$ cat config.mk
export PLATFORM = sky130hd
export DESIGN_NAME = sadc_sequencer
export DESIGN_NICKNAME = d
export VERILOG_FILES = /design/src/rtl/sadc_pkg.sv /design/src/rtl/sadc_sequencer.sv
export SDC_FILE = /design/constraint.sdc
export NUM_CORES = 1
export LEC_CHECK = 0
export ABC_CLOCK_PERIOD_IN_PS = 4150
export BUFFER_PORTS_ARGS = -buffer_cell sky130_fd_sc_hd__buf_2
export CORE_MARGIN = 2
export CORE_UTILIZATION = 59
export CTS_CLUSTER_DIAMETER = 120
export DETAILED_ROUTE_END_ITERATION = 10
export PLACE_DENSITY = 0.92
export SETUP_SLACK_MARGIN = 0.05
export SKIP_LAST_GASP = 1
export SLEW_MARGIN = 20
export SYNTH_ARGS = -nofsm -noshare
export SYNTH_HDL_FRONTEND = slang
export SYNTH_SLANG_ARGS = --single-unit
$ cat constraint.sdc
create_clock -name mclk_i -period 4.15 [get_ports mclk_i]
set_clock_uncertainty 0.2 [all_clocks]
set_input_delay 0.83 -clock mclk_i [delete_from_list [all_inputs] [get_ports mclk_i]]
set_output_delay 0.83 -clock mclk_i [all_outputs]
set_load 0.05 [all_outputs]
$ cat src/rtl/sadc_pkg.sv
// Purpose: Shared constants and types for the converter sequencer
// Assumes: 8-bit control and result registers on a plain strobe port
// Notes:   Offsets are word indices on the register port
package sadc_pkg;

    // Register port
    localparam int        ADDR_W      = 2;
    localparam logic [1:0] REG_CTRL   = 2'h0;
    localparam logic [1:0] REG_RESULT = 2'h1;

    // Control register layout, msb first
    typedef struct packed {
        logic [1:0] ans;   // analog_pin_map
        logic [1:0] adcs;  // conv_clock_select
        logic [1:0] chs;   // channel_select
        logic       go;    // start/done flag
        logic       en;    // converter_enable
    } sadc_ctrl_t;

    // Values after reset
    localparam logic [7:0] CTRL_RST   = 8'hFC;
    localparam logic [7:0] RESULT_RST = 8'h00;
    localparam logic [1:0] ADCS_RST   = 2'h3;
    localparam logic [1:0] CHS_RST    = 2'h3;

    // Conversion clock select codes and divisors
    localparam logic [1:0] ADCS_DIV16  = 2'h0;
    localparam logic [1:0] ADCS_DIV8   = 2'h1;
    localparam logic [1:0] ADCS_DIV4   = 2'h2;
    localparam logic [1:0] ADCS_INTERNAL_OSCILLATOR = 2'h3;
    localparam logic [4:0] DIV_16      = 5'h10;
    localparam logic [4:0] DIV_8       = 5'h08;
    localparam logic [4:0] DIV_4       = 5'h04;

    // Conversion timing in conversion-clock periods
    localparam logic [3:0] CONV_TADS   = 4'hD;
    localparam logic [3:0] SAMPLE_TADS = 4'h4;
    localparam logic [7:0] RES_MARKER  = 8'h80;

    // Sequencer states
    typedef enum logic [1:0] {
        ST_IDLE    = 2'b00,
        ST_SAMPLE  = 2'b01,
        ST_RESOLVE = 2'b10
    } sadc_state_t;

endpackage

$ cat src/rtl/sadc_sequencer.sv
// Purpose: Control and sequencing of an 8-bit successive-approximation ADC
// Assumes: sleep_i and internal_oscillator_tick_i are synchronous to mclk_i;
//          comp_i comes from the analog core and is resynchronised
// Notes:   dac_code_o is the result register, so the marker bit is the
//          trial bit offered to the DAC while each bit is resolved
// Notes on behaviour
// - Each conversion yields an 8-bit result.
// - Clock select picks system clock /16, /8, /4 or internal oscillator /4.
// - A conversion always lasts 13 conversion-clock periods.
// - Clock select changes take effect at the next conversion start.
// - Clock select returns to 11 on reset and wake; kept after conversions.
// - Pin map resets to 11, all three pins analog.
// - Pin map applies even while the converter is disabled.
// - Channel codes route inputs 0, 1, 2 or the 0.6V reference.
// - Channel change waits for conversion end; channel lost entering Sleep.
// - Writing go starts a conversion; hardware clears it when done.
// - Clearing go mid-conversion stops it; partial result kept.
// - Sleep entry clears go and stops any conversion.
// - Go cannot be set while the converter is disabled.
// - Result held through sampling, then cleared before resolution.
// - Marker one shifted right, bits msb first; done after 8 shifts.
// - Marker position in an aborted result shows bits resolved.
//
// Chosen here: strobed register access and the placing of the registers.
`timescale 1ns/1ps

module sadc_sequencer
    import sadc_pkg::*;
(
    // Clock and reset
    input  wire logic              mclk_i,
    input  wire logic              srst_i,
    // Register port
    input  wire logic [ADDR_W-1:0] addr_i,
    input  wire logic [7:0]        wdata_i,
    input  wire logic              wr_i,
    input  wire logic              rd_i,
    output logic      [7:0]        rdata_o,
    // System
    input  wire logic              sleep_i,
    input  wire logic              internal_oscillator_tick_i,
    // Analog core and multiplexer
    input  wire logic              comp_i,
    output logic      [2:0]        pin_analog_o,
    output logic      [1:0]        chan_sel_o,
    output logic                   sample_o,
    output logic                   core_en_o,
    output logic      [7:0]        dac_code_o,
    output logic                   done_o
);

    // Divisor length for a clock select code
    function automatic logic [4:0] div_len(input logic [1:0] sel);
        case (sel)
            ADCS_DIV16: div_len = DIV_16;
            ADCS_DIV8:  div_len = DIV_8;
            default:    div_len = DIV_4;
        endcase
    endfunction

    // Pins claimed by the pin map
    function automatic logic [2:0] ans_pins(input logic [1:0] ans);
        case (ans)
            2'h0:    ans_pins = 3'h0;
            2'h1:    ans_pins = 3'h4;
            2'h2:    ans_pins = 3'h5;
            default: ans_pins = 3'h7;
        endcase
    endfunction

    // One resolve step: trial bit takes the comparator, marker moves right
    function automatic logic [7:0] resolve_step(input logic [7:0] res,
                                                input logic       cmp);
        logic [7:0] mark;
        mark = res & (~res + 8'h01);
        resolve_step = (res & ~mark) | (cmp ? mark : 8'h00) | (mark >> 1);
    endfunction

    sadc_ctrl_t  ctrl_reg,   ctrl_next;
    sadc_state_t state_reg,  state_next;
    logic [7:0]  result_reg, result_next;
    logic [3:0]  tad_reg,    tad_next;
    logic [3:0]  divc_reg,   divc_next;
    logic [1:0]  act_div_reg, act_div_next;
    logic [1:0]  chan_reg,   chan_next;
    logic [2:0]  pin_reg,    pin_next;
    logic [7:0]  rdata_reg,  rdata_next;
    logic        done_reg,   done_next;
    logic        sample_reg, sample_next;
    logic        sleep_reg;
    logic        cmp1_reg, cmp2_reg, cmp3_reg, cmp_reg, cmp_next;
    logic        cnt_ev, tad_tick, start, busy;
    sadc_ctrl_t  wctrl;

    assign busy  = (state_reg != ST_IDLE);
    assign wctrl = sadc_ctrl_t'(wdata_i);

    // Comparator resync; a change counts once stages two and three agree
    assign cmp_next = (cmp2_reg == cmp3_reg) ? cmp3_reg : cmp_reg;

    // Internal-oscillator setting advances only on its ticks
    assign cnt_ev   = busy && (act_div_reg != ADCS_INTERNAL_OSCILLATOR || internal_oscillator_tick_i);
    assign tad_tick = cnt_ev
                      && ({1'b0, divc_reg} == div_len(act_div_reg) - 5'h01);

    always_comb
    begin
        ctrl_next    = ctrl_reg;
        state_next   = state_reg;
        result_next  = result_reg;
        tad_next     = tad_reg;
        divc_next    = divc_reg;
        act_div_next = act_div_reg;
        done_next    = 1'b0;
        rdata_next   = 8'h00;
        start        = 1'b0;

        if (cnt_ev)
        begin
            divc_next = tad_tick ? 4'h0 : divc_reg + 4'h1;
        end

        // Thirteen periods regardless of divisor
        if (tad_tick)
        begin
            tad_next = tad_reg + 4'h1;
            case (state_reg)
                ST_SAMPLE:
                begin
                    if (tad_reg == SAMPLE_TADS - 4'h1)
                    begin
                        result_next = RESULT_RST;
                        state_next  = ST_RESOLVE;
                    end
                end
                ST_RESOLVE:
                begin
                    if (tad_reg == SAMPLE_TADS)
                    begin
                        result_next = RES_MARKER;
                    end
                    else
                    begin
                        // Settled value, so a 4-cycle period sees the new trial
                        result_next = resolve_step(result_reg, cmp_next);
                    end
                    if (tad_reg == CONV_TADS - 4'h1)
                    begin
                        state_next = ST_IDLE;
                        done_next  = 1'b1;
                    end
                end
                default:
                begin
                    state_next = ST_IDLE;
                end
            endcase
        end

        if (wr_i && addr_i == REG_CTRL)
        begin
            ctrl_next = wctrl;
            if (busy)
            begin
                // Abort leaves the partial result; the marker shows its depth
                if (!wctrl.go || !wctrl.en)
                begin
                    state_next = ST_IDLE;
                end
                // A repeated go is absorbed here
            end
            else if (wctrl.go && wctrl.en && !sleep_i)
            begin
                start = 1'b1;
            end
        end

        if (start)
        begin
            state_next   = ST_SAMPLE;
            tad_next     = 4'h0;
            divc_next    = 4'h0;
            act_div_next = wctrl.adcs;
        end

        // Sleep entry stops the converter and drops the channel
        if (sleep_i && !sleep_reg)
        begin
            state_next    = ST_IDLE;
            ctrl_next.chs = CHS_RST;
        end
        if (!sleep_i && sleep_reg)
        begin
            ctrl_next.adcs = ADCS_RST;
        end

        ctrl_next.go = (state_next != ST_IDLE);
        sample_next  = (state_next == ST_SAMPLE);

        // Mux follows software only between conversions; 11 is the reference
        chan_next = (busy && state_next != ST_IDLE) ? chan_reg
                                                    : ctrl_next.chs;

        pin_next = ans_pins(ctrl_next.ans);
        if (ctrl_next.en && chan_next != 2'h3)
        begin
            pin_next[chan_next] = 1'b1;
        end

        if (rd_i)
        begin
            case (addr_i)
                REG_CTRL:   rdata_next = ctrl_reg;
                REG_RESULT: rdata_next = result_reg;
                default:    rdata_next = 8'h00;
            endcase
        end
    end

    always_ff @(posedge mclk_i)
    begin
        if (srst_i)
        begin
            ctrl_reg    <= sadc_ctrl_t'(CTRL_RST);
            state_reg   <= ST_IDLE;
            result_reg  <= RESULT_RST;
            tad_reg     <= 4'h0;
            divc_reg    <= 4'h0;
            act_div_reg <= ADCS_RST;
            chan_reg    <= CHS_RST;
            pin_reg     <= 3'h7;
            rdata_reg   <= 8'h00;
            done_reg    <= 1'b0;
            sample_reg  <= 1'b0;
            sleep_reg   <= 1'b0;
            cmp1_reg    <= 1'b0;
            cmp2_reg    <= 1'b0;
            cmp3_reg    <= 1'b0;
            cmp_reg     <= 1'b0;
        end
        else
        begin
            ctrl_reg    <= ctrl_next;
            state_reg   <= state_next;
            result_reg  <= result_next;
            tad_reg     <= tad_next;
            divc_reg    <= divc_next;
            act_div_reg <= act_div_next;
            chan_reg    <= chan_next;
            pin_reg     <= pin_next;
            rdata_reg   <= rdata_next;
            done_reg    <= done_next;
            sample_reg  <= sample_next;
            sleep_reg   <= sleep_i;
            cmp1_reg    <= comp_i;
            cmp2_reg    <= cmp1_reg;
            cmp3_reg    <= cmp2_reg;
            cmp_reg     <= cmp_next;
        end
    end

    assign rdata_o      = rdata_reg;
    assign pin_analog_o = pin_reg;
    assign chan_sel_o   = chan_reg;
    assign sample_o     = sample_reg;
    // Enable off gates the analog core fully
    assign core_en_o    = ctrl_reg.en;
    assign dac_code_o   = result_reg;
    assign done_o       = done_reg;

    // Busy-cycle counter, read only by the checks below
    logic [8:0] cyc_reg;
    always_ff @(posedge mclk_i)
    begin
        if (srst_i || state_next == ST_IDLE)
        begin
            cyc_reg <= 9'h000;
        end
        else
        begin
            cyc_reg <= start ? 9'h001 : cyc_reg + 9'h001;
        end
    end

    conv_length_a: assert property (@(posedge mclk_i) disable iff (srst_i)
        tad_tick && state_reg == ST_RESOLVE && tad_reg == 4'hC
        && act_div_reg != ADCS_INTERNAL_OSCILLATOR
        |-> cyc_reg == 9'(13 * div_len(act_div_reg)))
        else $error("conversion length wrong");

    tad_spacing_a: assert property (@(posedge mclk_i) disable iff (srst_i)
        tad_tick && act_div_reg == ADCS_DIV4 && tad_reg != 4'hC
        |=> (!tad_tick) [*3] ##1 (tad_tick || state_reg == ST_IDLE))
        else $error("period length wrong");

    div_held_a: assert property (@(posedge mclk_i) disable iff (srst_i)
        busy && $past(busy) |-> $stable(act_div_reg))
        else $error("divisor changed mid conversion");

    chan_held_a: assert property (@(posedge mclk_i) disable iff (srst_i)
        busy && $past(busy) |-> $stable(chan_sel_o))
        else $error("channel changed mid conversion");

    no_start_off_a: assert property (@(posedge mclk_i) disable iff (srst_i)
        wr_i && addr_i == REG_CTRL && !wdata_i[0]
        |=> !busy && !ctrl_reg.go)
        else $error("started while disabled");

    abort_keeps_a: assert property (@(posedge mclk_i) disable iff (srst_i)
        busy && wr_i && addr_i == REG_CTRL && !wdata_i[1]
        |=> !busy ##1 $stable(result_reg))
        else $error("abort lost result");

    sleep_stop_a: assert property (@(posedge mclk_i) disable iff (srst_i)
        sleep_i && !sleep_reg |=> !busy && !ctrl_reg.go)
        else $error("sleep did not stop");

    no_restart_a: assert property (@(posedge mclk_i) disable iff (srst_i)
        busy && wr_i && addr_i == REG_CTRL && wdata_i[1] && wdata_i[0]
        && state_next != ST_IDLE
        |=> cyc_reg == $past(cyc_reg) + 9'h001)
        else $error("go restarted conversion");

    sample_hold_a: assert property (@(posedge mclk_i) disable iff (srst_i)
        state_reg == ST_SAMPLE && $past(state_reg) == ST_SAMPLE
        |-> $stable(result_reg))
        else $error("result changed in sampling");

    marker_first_a: assert property (@(posedge mclk_i) disable iff (srst_i)
        tad_tick && state_reg == ST_RESOLVE && tad_reg == SAMPLE_TADS
        |=> result_reg == RES_MARKER ##1 result_reg[7:6] != 2'b00)
        else $error("marker not entered");

    done_pulse_a: assert property (@(posedge mclk_i)
        disable iff (srst_i) done_o |=> !done_o)
        else $error("done longer than a cycle");

endmodule

==> results of run 1 <==
[cell families (layout without fill, tap and decap cells)]
| kind of cell | Yosys count | in the layout |
|---|---|---|
| xor gates and xnor gates | 5 | 5 |
| adders and majority gates | 6 | 6 |
| muxes | 14 | 14 |
| DFF | 48 | 48 |
| and+or+nand+nor | 113 | 113 |
| AOI/OAI and AO/OA | 53 | 53 |
| buffers and inverters | 19 | 57 |
[power breakdown]
part | total, mW | switching [mW] | internal, mW
Sequential | 0.473 | 0.00482 | 0.468
Combinational | 0.0686 | 0.0453 | 0.0233
Clock | 0.343 | 0.162 | 0.181
Total | 0.885 | 0.212 | 0.673
[layer usage]
metal / routed length [um] / GRT usage (%)
met1: 2222 / 30.79
met4: 116 / 11.22
met5: 0 / 0
met2: 2523 / 42.63
met3: 344 / 5.912
[cell type report]
class | instances | area (um2)
clock inverters | 3 | 46.29
flip-flops and latches | 48 | 960.9
multi-input cells | 191 | 1242
clock buffers | 5 | 68.82
well taps | 48 | 60.06
repair buffers | 40 | 200.2
fillers | 290 | 1104
inverters | 9 | 33.78
[metrics by stage]
stage                     instance area [um2]  std cells  hold slack (ns)
final                                    2613        344           0.2510
after global routing                     2613        344           0.2714
after CTS                                2613        344           0.2554
after detailed placement                 2497        336           0.2231
after global placement                   2497        336           0.2201
after floorplan                          2301        258           0.2138
[path summary, 6_finish.rpt]
| kind | startpoint | end | slack, ns | cells past startpoint |
|---|---|---|---|---|
| min | cmp1_reg$_SDFF_PP0_ | cmp2_reg$_SDFF_PP0_ | 0.25 | 1 |
| min reg2reg | cmp1_reg$_SDFF_PP0_ | cmp2_reg$_SDFF_PP0_ | 0.25 | 1 |
| max | state_reg[0]$_SDFF_PP0_ | pin_analog_o[2]$_SDFF_PP1_ | 1.48 | 8 |
| max reg2reg | state_reg[0]$_SDFF_PP0_ | pin_analog_o[2]$_SDFF_PP1_ | 1.48 | 8 |
[cell usage in the layout, fill, tap and decap left out, types with 2 or more instances in the layout]
cell type  netlist  layout
ha_1             6       6
dfxtp_1         48      48
and2_1           2       2
nor2_2           2       2
and3_1           2       2
xor2_1           2       2
xnor2_1          3       3
o21ai_0          4       4
nand2b_1         6       6
a21o_1           2       2
nand3_1          9       9
nand4_1          2       2
nor2_1          32      32
nor3_1           8       8
a21oi_1         24      24
nor4b_1          3       3
buf_2            3      40
clkbuf_8         0       5
o21ai_1          8       8
nor3b_4          2       2
inv_1            9       9
o211ai_1         2       2
nor2b_1          6       6
nand2_1         20      20
nand3b_1         4       4
mux2i_1         14      14
nand4b_1         6       6
nor4_1           2       2
==> impl_metrics.yaml, run 1 <==
setup_path:
  crit_buf_inv: 1
  endpoint_kind: "register"
  arrival_ns: 2.66
  cp_max_fo: 13
  crit_chain: "inv_1 -> ha_1 -> nand4b_1 -> a21oi_4 -> a311oi_2 -> a22oi_4 -> mux2i_1 -> nand4b_1"
  cp.required_ns: 4.14
  critPathMostFrequentCell: "nand4b_1"
  criticalPathCategory: "reg2reg"
  max_stage_delay_ns: 0.52
  cp_slowest_cell: "ha_1"
  cp_top_family: "compound AO/OA/AOI/OAI gates"
  startpoint_type: "register"
place:
  post-dp-hpwl_mm: 3.693
  place_congestion: 0.8051
  numPortBuffers: 40
  pre_cts_ws_ns: 1.228
hold_path:
  hp-class: "reg2reg"
power_and_ir_drop:
  ir_worst_vdd_v: 0.0001883
  total_power_mw: 0.8851
  leakage_nw: 1.031
  power.density_nw_per_um2: 338.8
floorplan:
  num_rows: 22
  ios: 41
  dieWidth_um: 66.45
  die_h_um: 66.45
  initial_core_util_pct: 61.92
  core_region_area_um2: 3716
  dieArea_um2: 4416
drt:
  dr.pass1.iters: 4
  vias: 2020
  wl_mm: 5.207
  drc: 0
  drt_iter0_drc: 175
  avgRoutedWirePerCell_um: 15.14
  routed_via_density: 5.872
  drtAntennaViolNets: 0
global_routing:
  antenna_found_initial: 0
  first_global_vias: 1894
  grt-ovfl-total: 0
  grt_max_degree: 31
  grt_pass1_wl_mm: 8.514
  grt_usage_pct: 25.38
logic_synthesis:
  synthAdderAreaFrac_pct: 3.263
  async_flop_share_pct: 0
  synth_ff_type: "dfxtp_1"
  yosys.area.top_type: "dfxtp_1"
  synth_cell_types: 50
  synthesis.nets: 281
  synthTopCellsByArea: "dfxtp_1 (42%), mux2i_1 (6.1%), a21oi_1 (5.2%)"
  syn_inst: 258
  synth.avg_cell_area_um2: 8.918
  ys_ff_latch: 48
  synthesis.area_um2: 2301
  yosysWarnings: 0
  synth-edff-count: 0
  synth-seq-area-share_pct: 41.76
  yosys.area_share.simple_pct: 27.41
  synth_top_family_by_area: "simple AND/OR/NAND/NOR gates"
  synth.most_common_cell: "dfxtp_1"
  synth_top_area_share_pct: 41.76
  synth-compound-area-share_pct: 15.33
  post_synth_xor_area_fraction_pct: 1.903
  synth.area.mux_share_pct: 6.090
  synth_commonest_cells: "dfxtp_1 (48), nor2_1 (32), a21oi_1 (24)"
sta:
  setup_ws_ns: 1.482
  maxSlewHeadroom_pct: 59.76
  worst_pin_slew_ns: 0.6030
  final.period_utilization_pct: 64.28
  max_freq_mhz: 374.9
  rsz0062_at_grt: "no"
  hold_viol_final: 0
  drv_slew: 0
  setup_viol: 0
  finalSetupTns_ns: 0
  layout_min_cycle_time_ns: 2.668
cells_and_area:
  synthToLayoutAreaGrowth_pct: 13.54
  antenna_cells: 0
  final_util_pct: 70.30
  nets: 318
  drive_above_1_share_pct: 20.27
clock_tree:
  worstSkewPairLatency_ns: 0.31
  ctsHoldBuffers: 0
  cts_buffers: 5
  post_cts_resized: 0
  clk_pin_slew_ns: 0.09
  cts_setup_buffers: 0
  cts_tree: "built"
  htree_levels: 2
  cts.sinks: 48
  ctsLongestPathBuffers: 2
  cts_root_buf: "clkbuf_8"
flow_run:
  maxCapViolCount: 0
outcome:
  status: "complete, no violations"
Power figures use the tool's default switching activity.
==> run 2: changes to the inputs <==
--- a/config.mk
+++ b/config.mk
@@ -5,13 +5,13 @@
 export SDC_FILE = /design/constraint.sdc
 export NUM_CORES = 1
 export LEC_CHECK = 0
-export ABC_CLOCK_PERIOD_IN_PS = 4150
+export ABC_CLOCK_PERIOD_IN_PS = 2500
 export BUFFER_PORTS_ARGS = -buffer_cell sky130_fd_sc_hd__buf_2
 export CORE_MARGIN = 2
-export CORE_UTILIZATION = 59
+export CORE_UTILIZATION = 55
 export CTS_CLUSTER_DIAMETER = 120
 export DETAILED_ROUTE_END_ITERATION = 10
-export PLACE_DENSITY = 0.92
+export PLACE_DENSITY = 0.87
 export SETUP_SLACK_MARGIN = 0.05
 export SKIP_LAST_GASP = 1
 export SLEW_MARGIN = 20
==> constraint.sdc (replaced) <==
create_clock -name mclk_i -period 2.5 [get_ports mclk_i]
set_clock_uncertainty 0.2 [all_clocks]
set_input_delay 0.5 -clock mclk_i [delete_from_list [all_inputs] [get_ports mclk_i]]
set_output_delay 0.5 -clock mclk_i [all_outputs]
set_load 0.05 [all_outputs]
==> run 2 against run 1 <==
Compared with the run above: cell area is 2.7% higher; global-route usage is 3.9 points lower; largest cell class unchanged; register-to-register slack worse by 1.3 ns; via count is 1.1% lower; sequential share of layout area is 0.98 points lower; critical path type unchanged; fmax is 18% higher.
==> impl_metrics.yaml, run 2 (synthesis results as in run 1) <==
sta:
  drv_slew: 0
  setup_viol: 0
  finalSetupTns_ns: 0
  final.period_utilization_pct: 90.74
  maxSlewHeadroom_pct: 58.21
  rsz0062_at_grt: "no"
  layout_min_cycle_time_ns: 2.269
  worst_pin_slew_ns: 0.6227
  hold_viol_final: 0
  max_freq_mhz: 440.8
power_and_ir_drop:
  power.density_nw_per_um2: 546.4
  ir_worst_vdd_v: 0.0003139
  leakage_nw: 1.078
  total_power_mw: 1.467
cells_and_area:
  register_area_um2: 960.9
  fin_cells: 355
  multi_input_area_um2: 1242
  antenna_cells: 0
  stdcell_area_um2: 2684
  final_cell_mix: "dfxtp_1 (48), buf_2 (40), nor2_1 (32), a21oi_1 (24), nand2_1 (20)"
  nets: 327
  final_common_cell: "dfxtp_1"
  drive_above_1_share_pct: 22.62
  synthToLayoutAreaGrowth_pct: 16.64
  nFillCells: 310
floorplan:
  ios: 41
  dieWidth_um: 68.68
  die_h_um: 68.68
  initial_core_util_pct: 57.52
  dieArea_um2: 4717
  num_rows: 23
  core_region_area_um2: 4000
place:
  dpl-instance-area_um2: 2545
  numPortBuffers: 40
  placed_cells: 344
  post-dp-hpwl_mm: 3.578
  place_congestion: 0.8119
clock_tree:
  worstSkewPairLatency_ns: 0.30
  htree_levels: 2
  ctsLongestPathBuffers: 2
  cts_buffers: 5
  cts_root_buf: "clkbuf_8"
  cts.sinks: 48
  clk_pin_slew_ns: 0.09
  cts_tree: "built"
global_routing:
  antenna_found_initial: 0
  grt_max_degree: 31
  grt_pass1_wl_mm: 7.576
  grt-ovfl-total: 0
  grt_usage_pct: 21.47
  first_global_vias: 1627
drt:
  dr.pass1.iters: 5
  wl_mm: 4.912
  routed_via_density: 5.625
  drtAntennaViolNets: 0
  avgRoutedWirePerCell_um: 13.84
  drt_iter0_drc: 131
  drc: 0
  vias: 1997
setup_path:
  criticalPathCategory: "reg2reg"
  arrival_ns: 2.27
  cp_max_fo: 7
  endpoint_kind: "register"
  startpoint_type: "register"
  cp.required_ns: 2.50
flow_run:
  maxCapViolCount: 0
outcome:
  status: "complete, no violations"
hold_path:
  hp-class: "in2reg"
[run 2: power by group]
group          total, mW  switching (mW)  internal [mW]  leakage, nW
registers          0.785         0.00782          0.777        0.389
clock network      0.565           0.263          0.301       0.0583
logic              0.117          0.0749         0.0421        0.630
total               1.47           0.346           1.12         1.08
[run 2: stage by stage]
| step | util, % | setup slack [ns] | hold slack, ns |
|---|---|---|---|
| 2_1_floorplan | - | 0.3071 | 0.2138 |
| 3_3_place_gp | 63.62 | 0.1573 | 0.2192 |
| 3_5_place_dp | 63.62 | 0.09888 | 0.2300 |
| 4_1_cts | 66.53 | 0.1945 | 0.1987 |
| 5_1_grt | 67.09 | 0.03600 | 0.1991 |
| 6_report | 67.09 | 0.2315 | 0.2029 |
[run 2: what timing repair did]
item                                    in CTS  in global routing
resized for setup                            0                  0
hold buffers                                 0                  0
endpoints found under the setup margin       0                 10
setup buffers                                0                  3
endpoints found under the hold margin        0                  0
[run 2: critical path, stage by stage, from the launching register on]
cell      delay [ns]
dfxtp_1         0.42
inv_1           0.09
ha_1            0.30
nand4b_1        0.22
a21oi_4         0.07
a311oi_2        0.35
a22oi_4         0.18
nor4_1          0.17
o21ba_1         0.17
[run 2: cell type report]
| cell class | count | share of cell area (%) |
|---|---|---|
| Tap cell | 50 | 2.331 |
| Inverter | 9 | 1.259 |
| Multi-Input combinational cell | 191 | 46.29 |
| Clock buffer | 5 | 2.564 |
| Timing Repair Buffer | 49 | 9.977 |
| Clock inverter | 3 | 1.772 |
| Sequential cell | 48 | 35.80 |
[run 2: path summary, 6_finish.rpt]
check | start | end | slack, ns | cells past startpoint
max | state_reg[0]$_SDFF_PP0_ | chan_sel_o[1]$_SDFF_PP1_ | 0.23 | 8
min | comp_i | cmp1_reg$_SDFF_PP0_ | 0.20 | 2
max reg2reg | state_reg[0]$_SDFF_PP0_ | chan_sel_o[1]$_SDFF_PP1_ | 0.23 | 8
min reg2reg | cmp1_reg$_SDFF_PP0_ | cmp2_reg$_SDFF_PP0_ | 0.25 | 1
[run 2: layer usage]
metal | routed length, um | share of wire [%] | global-route usage (%)
met1 | 2227 | 45 | 30.34
met2 | 2295 | 47 | 32.33
met3 | 331 | 6.7 | 5.032
met4 | 58 | 1.2 | 6.500
met5 | 0 | 0 | 0
